$ cat src/rtl/adcs_pkg.sv
/*
 * Package for the conversion sequencer: register offsets, field positions,
 * reset values and timing counts.
 * Assumes an APB slave with 32-bit data, one register per aligned word.
 */
package adcs_pkg;
    // Register byte offsets
    localparam logic [11:0] CONV_CONTROL_OFS = 12'h000;
    localparam logic [11:0] CONV_SETUP_OFS   = 12'h004;
    localparam logic [11:0] RESULT_HIGH_OFS  = 12'h008;
    localparam logic [11:0] RESULT_LOW_OFS   = 12'h00c;
    localparam logic [11:0] IRQ_CONTROL_OFS  = 12'h010;

    // Control register fields
    localparam int CTL_START_BIT   = 7;
    localparam int CTL_BUSY_BIT    = 6;
    localparam int CTL_POWER_BIT   = 5;
    localparam int CTL_ALIGN_BIT   = 4;
    localparam int CTL_CHAN_LSB    = 0;
    // Setup register fields
    localparam int SET_INSRC_LSB   = 5;
    localparam int SET_REF_LSB     = 3;
    localparam int SET_DIV_LSB     = 0;
    // Interrupt control fields
    localparam int IRQ_GLOBAL_BIT  = 0;
    localparam int IRQ_ENABLE_BIT  = 1;
    localparam int IRQ_FLAG_BIT    = 2;

    localparam logic [7:0] CONTROL_RESET = 8'h00;
    localparam logic [7:0] SETUP_RESET   = 8'h00;

    // Input source and reference codes
    localparam logic [2:0] INSRC_BANDGAP = 3'h1;
    localparam logic [2:0] INSRC_GND_LO  = 3'h2;
    localparam logic [2:0] INSRC_GND_HI  = 3'h4;
    localparam logic [1:0] REF_SUPPLY    = 2'h1;

    // Conversion length in converter clocks; sampling share of it
    localparam logic [4:0] CONV_CLOCKS   = 5'h10;
    localparam logic [4:0] SAMPLE_CLOCKS = 5'h04;

    typedef enum logic [1:0] {
        ADCS_IDLE,
        ADCS_ARMED,
        ADCS_SAMPLE,
        ADCS_CONVERT
    } adcs_state_e;
endpackage : adcs_pkg

$ cat src/rtl/adcs_top.sv
/*
 * Conversion sequencer for a 12-bit converter: APB registers, clock
 * prescaler, start detection, 16-clock sampling/conversion timing, result
 * alignment, analog power and routing selects.
 * Assumes the analog core returns its 12-bit result on conv_data_i by the
 * end of the conversion phase; conv_data_i is sampled through two flops.
 */
// Notes on behaviour
// RQ1: Low-high-low on start begins a conversion
// RQ2: Busy flag set once conversion starts
// RQ3: Busy flag cleared when conversion ends
// RQ4: Completion sets interrupt request flag
// RQ5: Enabled interrupt raises request on completion
// RQ6: Software may poll busy until zero
// RQ7: Converter clock is system clock over 2^code
// RQ8: Software keeps converter clock period in range
// RQ9: At 8 MHz avoid codes 000, 001, 111
// RQ10: Analog power only while enable is high
// RQ11: Software waits for power-up before start
// RQ12: Sampling phase then conversion phase
// RQ13: Conversion takes exactly 16 converter clocks
// RQ14: Result registers readable after busy falls
// RQ15: Software enables both interrupt enables first
// RQ16: Bandgap needs channel pin moved elsewhere
// RQ17: External channel: configure pin, pick channel
// RQ18: Supply reference only with pin function off
// RQ19: Enable low keeps converter circuits off
// RQ20: Alignment bit selects result split
// RQ21: Input select routes channel, bandgap or ground
// RQ22: Reference code 01 picks supply, else pin
// RQ23: Held start keeps logic reset; falls begins
// RQ24: Results update as busy clears
`timescale 1ns/10ps
`default_nettype none
module adcs_top
    import adcs_pkg::*;
(
    input  wire logic        clk_i,
    input  wire logic        reset_i,
    input  wire logic        psel_i,
    input  wire logic        penable_i,
    input  wire logic        pwrite_i,
    input  wire logic [11:0] paddr_i,
    input  wire logic [31:0] pwdata_i,
    output logic      [31:0] prdata_o,
    output logic             pready_o,
    output logic             pslverr_o,
    input  wire logic [11:0] conv_data_i,
    output logic             conv_power_o,
    output logic             conv_sample_o,
    output logic             conv_clock_o,
    output logic      [1:0]  ext_channel_o,
    output logic             route_ext_o,
    output logic             route_bandgap_o,
    output logic             route_ground_o,
    output logic             ref_supply_o,
    output logic             irq_o
);
    import adcs_pkg::*;

    logic [7:0]  conv_control_reg;
    logic [7:0]  conv_setup_reg;
    logic [7:0]  result_high_reg;
    logic [7:0]  result_low_reg;
    logic        conv_busy_flag;
    logic        global_irq_enable;
    logic        conv_irq_enable;
    logic        irq_flag_reg;
    logic [6:0]  prescale_reg;
    logic [4:0]  tick_count_reg;
    logic [11:0] data_meta_reg;
    logic [11:0] data_sync_reg;
    adcs_state_e state_reg;

    logic        wr_access;
    logic        rd_access;
    logic        addr_hit;
    logic        start_bit;
    logic        conv_power_enable;
    logic        result_align_sel;
    logic [2:0]  conv_input_source_sel;
    logic [1:0]  reference_sel;
    logic [2:0]  conv_clock_divider_sel;
    logic        conv_tick;
    logic        conv_done;
    logic [7:0]  rd_byte;

    assign start_bit              = conv_control_reg[CTL_START_BIT];
    assign conv_power_enable      = conv_control_reg[CTL_POWER_BIT];
    assign result_align_sel       = conv_control_reg[CTL_ALIGN_BIT];
    assign conv_input_source_sel  = conv_setup_reg[SET_INSRC_LSB +: 3];
    assign reference_sel          = conv_setup_reg[SET_REF_LSB +: 2];
    assign conv_clock_divider_sel = conv_setup_reg[SET_DIV_LSB +: 3];

    // APB: zero-wait slave, pready high during every access phase
    assign wr_access = psel_i & penable_i & pwrite_i;
    assign rd_access = psel_i & ~penable_i & ~pwrite_i;
    always_comb begin
        addr_hit = 1'b1;
        rd_byte  = 8'h00;
        case (paddr_i)
            CONV_CONTROL_OFS: rd_byte = {start_bit, conv_busy_flag, conv_control_reg[5:4], 2'b00,
                                         conv_control_reg[1:0]};
            CONV_SETUP_OFS:   rd_byte = conv_setup_reg;
            RESULT_HIGH_OFS:  rd_byte = result_high_reg;
            RESULT_LOW_OFS:   rd_byte = result_low_reg;
            IRQ_CONTROL_OFS:  rd_byte = {5'h00, irq_flag_reg, conv_irq_enable, global_irq_enable};
            default:          addr_hit = 1'b0;
        endcase
    end

    always_ff @(posedge clk_i) begin
        if (reset_i) begin
            prdata_o  <= 32'h0000_0000;
            pready_o  <= 1'b0;
            pslverr_o <= 1'b0;
        end else begin
            pready_o  <= psel_i & ~penable_i;
            pslverr_o <= psel_i & ~penable_i & ~addr_hit;
            if (rd_access) begin
                prdata_o <= {24'h00_0000, rd_byte};
            end
        end
    end

    // Busy and bits 3:2 are not writable; results are read only
    always_ff @(posedge clk_i) begin
        if (reset_i) begin
            conv_control_reg <= CONTROL_RESET;
            conv_setup_reg   <= SETUP_RESET;
        end else if (wr_access && pready_o) begin
            if (paddr_i == CONV_CONTROL_OFS) begin
                conv_control_reg <= {pwdata_i[7], 1'b0, pwdata_i[5:4], 2'b00, pwdata_i[1:0]};
            end
            if (paddr_i == CONV_SETUP_OFS) begin
                conv_setup_reg <= pwdata_i[7:0];
            end
        end
    end

    // Free-running prescaler; tick selects the divided converter clock
    always_ff @(posedge clk_i) begin
        if (reset_i || !conv_power_enable) begin
            prescale_reg <= 7'h00;
        end else begin
            prescale_reg <= prescale_reg + 7'h01; // [RQ7]
        end
    end
    always_comb begin
        case (conv_clock_divider_sel)
            3'h0:    conv_tick = 1'b1; // [RQ7]
            3'h1:    conv_tick = &prescale_reg[0:0];
            3'h2:    conv_tick = &prescale_reg[1:0];
            3'h3:    conv_tick = &prescale_reg[2:0];
            3'h4:    conv_tick = &prescale_reg[3:0];
            3'h5:    conv_tick = &prescale_reg[4:0];
            3'h6:    conv_tick = &prescale_reg[5:0];
            default: conv_tick = &prescale_reg[6:0];
        endcase
    end

    assign conv_done = (state_reg == ADCS_CONVERT) && conv_tick && (tick_count_reg == CONV_CLOCKS - 5'h01);

    // Start sequence: rising arms, held high resets, falling starts
    always_ff @(posedge clk_i) begin
        if (reset_i || !conv_power_enable) begin
            state_reg      <= ADCS_IDLE; // [RQ19]
            tick_count_reg <= 5'h00;
            conv_busy_flag <= 1'b0;
        end else if (start_bit) begin
            state_reg      <= ADCS_ARMED; // [RQ23]
            tick_count_reg <= 5'h00;
            conv_busy_flag <= 1'b0;
        end else begin
            case (state_reg)
                ADCS_ARMED: begin
                    state_reg      <= ADCS_SAMPLE; // [RQ1] [RQ23]
                    conv_busy_flag <= 1'b1; // [RQ2]
                end
                ADCS_SAMPLE: begin
                    if (conv_tick) begin
                        tick_count_reg <= tick_count_reg + 5'h01; // [RQ13]
                        if (tick_count_reg == SAMPLE_CLOCKS - 5'h01) begin
                            state_reg <= ADCS_CONVERT; // [RQ12]
                        end
                    end
                end
                ADCS_CONVERT: begin
                    if (conv_tick) begin
                        tick_count_reg <= tick_count_reg + 5'h01;
                    end
                    if (conv_done) begin
                        state_reg      <= ADCS_IDLE;
                        conv_busy_flag <= 1'b0; // [RQ3]
                        tick_count_reg <= 5'h00;
                    end
                end
                ADCS_IDLE: state_reg <= ADCS_IDLE;
                default:   state_reg <= ADCS_IDLE;
            endcase
        end
    end

    always_ff @(posedge clk_i) begin
        if (reset_i) begin
            data_meta_reg <= 12'h000;
            data_sync_reg <= 12'h000;
        end else begin
            data_meta_reg <= conv_data_i;
            data_sync_reg <= data_meta_reg;
        end
    end

    // Results change only at completion, together with busy falling
    always_ff @(posedge clk_i) begin
        if (reset_i) begin
            result_high_reg <= 8'h00;
            result_low_reg  <= 8'h00;
        end else if (conv_done && !start_bit) begin
            if (result_align_sel) begin
                result_high_reg <= {4'h0, data_sync_reg[11:8]}; // [RQ20] [RQ24] [RQ14]
                result_low_reg  <= data_sync_reg[7:0];
            end else begin
                result_high_reg <= data_sync_reg[11:4]; // [RQ20] [RQ24] [RQ14]
                result_low_reg  <= {4'h0, data_sync_reg[3:0]};
            end
        end
    end

    // Set wins over a software clear in the same cycle
    always_ff @(posedge clk_i) begin
        if (reset_i) begin
            global_irq_enable <= 1'b0;
            conv_irq_enable   <= 1'b0;
            irq_flag_reg      <= 1'b0;
            irq_o             <= 1'b0;
        end else begin
            if (wr_access && pready_o && paddr_i == IRQ_CONTROL_OFS) begin
                global_irq_enable <= pwdata_i[IRQ_GLOBAL_BIT];
                conv_irq_enable   <= pwdata_i[IRQ_ENABLE_BIT];
                irq_flag_reg      <= pwdata_i[IRQ_FLAG_BIT];
            end
            if (conv_done && !start_bit) begin
                irq_flag_reg <= 1'b1; // [RQ4]
            end
            irq_o <= conv_done && !start_bit && global_irq_enable && conv_irq_enable; // [RQ5]
        end
    end

    always_ff @(posedge clk_i) begin
        if (reset_i) begin
            conv_power_o    <= 1'b0;
            conv_sample_o   <= 1'b0;
            conv_clock_o    <= 1'b0;
            ext_channel_o   <= 2'h0;
            route_ext_o     <= 1'b0;
            route_bandgap_o <= 1'b0;
            route_ground_o  <= 1'b0;
            ref_supply_o    <= 1'b0;
        end else begin
            conv_power_o    <= conv_power_enable; // [RQ10] [RQ19]
            conv_sample_o   <= state_reg == ADCS_SAMPLE; // [RQ12]
            conv_clock_o    <= conv_tick && conv_power_enable;
            ext_channel_o   <= conv_control_reg[CTL_CHAN_LSB +: 2];
            route_bandgap_o <= conv_input_source_sel == INSRC_BANDGAP; // [RQ21]
            route_ground_o  <= conv_input_source_sel >= INSRC_GND_LO && conv_input_source_sel <= INSRC_GND_HI;
            route_ext_o     <= conv_input_source_sel == 3'h0 || conv_input_source_sel > INSRC_GND_HI;
            ref_supply_o    <= reference_sel == REF_SUPPLY; // [RQ22]
        end
    end
endmodule : adcs_top
`default_nettype wire

$ cat config.mk
export PLATFORM = sky130hd
export DESIGN_NAME = adcs_top
export DESIGN_NICKNAME = d
export VERILOG_FILES = /design/src/rtl/adcs_pkg.sv /design/src/rtl/adcs_top.sv
export SDC_FILE = /design/constraint.sdc
export NUM_CORES = 1
export LEC_CHECK = 0
export ABC_CLOCK_PERIOD_IN_PS = 5100
export BUFFER_PORTS_ARGS = -buffer_cell sky130_fd_sc_hd__clkbuf_2
export CORE_MARGIN = 2
export CORE_UTILIZATION = 40
export CTS_CLUSTER_DIAMETER = 100
export DETAILED_ROUTE_END_ITERATION = 8
export HOLD_SLACK_MARGIN = 0.1
export PLACE_DENSITY_LB_ADDON = 0.12
export SYNTH_ARGS = -nofsm -noshare
export SYNTH_HDL_FRONTEND = slang
export SYNTH_SLANG_ARGS = --single-unit
$ cat constraint.sdc
create_clock -name clk_i -period 5.1 [get_ports clk_i]
set_input_delay 1.02 -clock clk_i [delete_from_list [all_inputs] [get_ports clk_i]]
set_output_delay 1.02 -clock clk_i [all_outputs]
set_load 0.01 [all_outputs]
==> key figures <==
Timing
  • TNS Setup: 0 ns
  • Fmax: 367.9 MHz
  • Fin crit period: about 2.7 ns
  • Fin. max-slew vios: 0
  • WHS: 0.4410 ns
  • Hold Fails Final Rpt: 0
  • Final worst-path cycle share: 53.30%
  • Max-slew headroom: about a quarter
  • RSZ-0062 raised after global routing: no
  • Final setup skew: 0.01515 ns
  • Slew @ Worst Pin: 1.149 ns
  • Final setup viols: 0

Clock tree
  • Hold buffer count at CTS: 0
  • Post CTS Setup Buffer Count: 0
  • Clock slew at reported path FFs: 0.09 ns
  • Total CTS buffers: 9
  • Post-cts gate resize count: 0
  • Clock Latency Late Sink: 0.36 ns
  • H-tree levels: 3
  • CTS tree: done
  • Root Buffer: clkbuf_8
  • Clock sinks: 91
  • Longest Clk Path Bufs: 2

Pwr
  • Psw: around 0.31 mW
  • Worst vdd ir: 0.1601 mV
  • Int Power: about 1 mW
  • Switching Share: between 20% and 30%
  • Sequential Power Share: between 50% and 60%
  • Combinational Power Share: 4.2%
  • Total power: 1.281 mW
  • Power density over the cells: slightly below 300 nW/µm²
  • Clock power share: 39.4%
  • P_leak: 1.663 nW

Yosys
  • Syn Inst Count: 399
  • Seq/Total Area, Yosys: 46.74%
  • Synth Cell Area: 3897 µm²
  • YS warnings: 0
  • Top cell type's share of synthesized area: 46.74%
  • Post-synthesis register bit count: 91
  • Synth Area per Inst: 9.768 µm²
  • Area contributors post-synth: dfxtp_1 (47%), mux2i_1 (6.7%), nor2b_1 (5.0%), buf_4 (4.6%), nor2_1 (3.8%)
  • Post-synth cell types: 54
  • Ys flop type: dfxtp_1
  • Leading area contributor after synthesis: dfxtp_1
  • Asr flop ratio synth: 0%
  • Post-synth EDFFs: 0

Drt
  • Antenna-violating nets left: 0
  • DR DRC count: 0
  • Routed WL: 7.288 mm
  • Via count: 2703
  • Vias per std cell: between 4 and 5
  • Iteration-0 DRC Markers: roughly 110
  • DR WL/cell: 12.44 µm
  • First-pass DRT Iterations: 4

Global route
  • Total GRT Usage: 14.81%
  • Number of global-route vias before repair: between 2000 and 2500
  • Global route overflow: 0
  • Antenna violations before repair: 0
  • Largest net degree at the start of global routing: 72
  • First-pass GRT wire length: 11.94 mm

Setup path
  • CP max FO: 20
  • Critical path class: flip-flop to flip-flop
  • CP Data Arrival Time: 3.00 ns
  • Setup crit end kind: flip-flop
  • Worst Path Required: 5.38 ns
  • Crit path launch type: flip-flop

Outcome
  • Status: finished, final reports clean

Layout
  • Fillers: 951
  • Area delta synth->final: 12.17%
  • Share of cells above drive strength 1: about 21%
  • Final nets: 518
  • Design Area, Final: between 4000 and 5000 µm²
  • # diodes: 0

Floorplanning
  • Starting Density: 40.62%
  • Row Count: 36
  • Die H: 102.7 µm
  • Die area: 10550 µm²
  • Die W: 102.7 µm
  • Core Area: about 9600 µm²
  • I/O pin total: 105

Place
  • Placer Congestion: 0.7890
  • HPWL Detailed: between 5 and 6 mm
  • PortBufs: 56
  • Area post-placement: 4167 µm²

Flow run
  • MaxCap Viol Count: 0

Worst hold path
  • Tightest Hold Check Type: flip-flop to flip-flop
through the flow:
step | std cells | util, % | setup slack, ns
2_1_floorplan | 422 | - | 2.668
3_3_place_gp | 570 | 43.43 | 2.064
3_5_place_dp | 570 | 43.43 | 2.080
4_1_cts | 586 | 45.57 | 2.335
5_1_grt | 586 | 45.57 | 2.057
6_report | 586 | 45.57 | 2.382
metal layers:
metal | vias to the layer above | track usage [%] | routed length (µm) | part of all wire, %
li1 | 1411 | - | - | -
met1 | 1217 | 19.91 | 3649 | 50
met2 | 68 | 22.88 | 3191 | 44
met3 | 7 | 4.339 | 351 | 4.8
met4 | 0 | 4.923 | 95 | 1.3
met5 | - | 0 | 0 | 0
cell type report:
type	instances	area (µm²)	share of cell area [%]
clock buffers	9	123.9	2.833
flip-flops and latches	91	1822	41.67
well taps	133	166.4	3.807
inverters	13	48.80	1.116
multi-input cells	275	1834	41.96
clock inverters	7	81.33	1.860
repair buffers	58	295.3	6.754
cells by family after synthesis:
group           share of synthesized area (%)
flops                                   46.74
simple gates                            20.03
mux                                     10.72
compound gates                          9.824
buf+inv                                 8.571
xor+xnor                                1.124
other cells                           0.09622
fa+ha+maj                               2.889
power by group through the flow:
stage          clock network [mW]  registers (mW)  logic [mW]
2_1_floorplan                   0           0.739      0.0463
3_3_place_gp                    0           0.739      0.0538
3_5_place_dp                    0           0.739      0.0540
4_1_cts                     0.522           0.723      0.0541
5_1_grt                     0.553           0.724      0.0615
6_report                    0.504           0.723      0.0539
Yosys cell counts (4+ instances only):
| master | count |
|---|---|
| a211oi_2 | 4 |
| a21oi_1 | 23 |
| buf_4 | 24 |
| buf_6 | 4 |
| clkbuf_1 | 11 |
| dfxtp_1 | 91 |
| ha_1 | 9 |
| inv_1 | 13 |
| mux2i_1 | 26 |
| mux4_2 | 6 |
| nand2_1 | 32 |
| nand2b_1 | 5 |
| nand3_1 | 9 |
| nand3b_1 | 6 |
| nor2_1 | 39 |
| nor2b_1 | 31 |
| o21ai_0 | 11 |
| or3_1 | 4 |
| xor2_1 | 4 |
worst paths after layout:
kind	from	end	slack, ns	cells after the start
max reg2reg	prescale_reg[0]	result_high_reg[2]	2.38	9
max	prescale_reg[0]	result_high_reg[2]	2.38	9
min reg2reg	data_sync_reg[1]	result_low_reg[1]	0.44	2
min	data_sync_reg[1]	result_low_reg[1]	0.44	2
critical path: stages, from the launching register on:
cell       delay, ns
dfxtp_1         0.44
ha_1            0.23
nand3_2         0.10
inv_1           0.07
ha_1            0.13
mux2i_1         0.08
o22a_1          0.24
a2111oi_4       1.00
nor2_1          0.12
a211oi_2        0.22
cells in the final DEF, fill, tap and decap left out, types with 11 or more instances in the layout:
| cell type | Yosys | layout |
|---|---|---|
| nor2_1 | 39 | 39 |
| o21ai_0 | 11 | 11 |
| clkbuf_2 | 0 | 56 |
| nor2b_1 | 31 | 31 |
| nand2_1 | 32 | 32 |
| conb_1 | 1 | 24 |
| dfxtp_1 | 91 | 91 |
| mux2i_1 | 26 | 26 |
| inv_1 | 13 | 13 |
| a21oi_1 | 23 | 23 |
(Power assumes the default switching activity.)
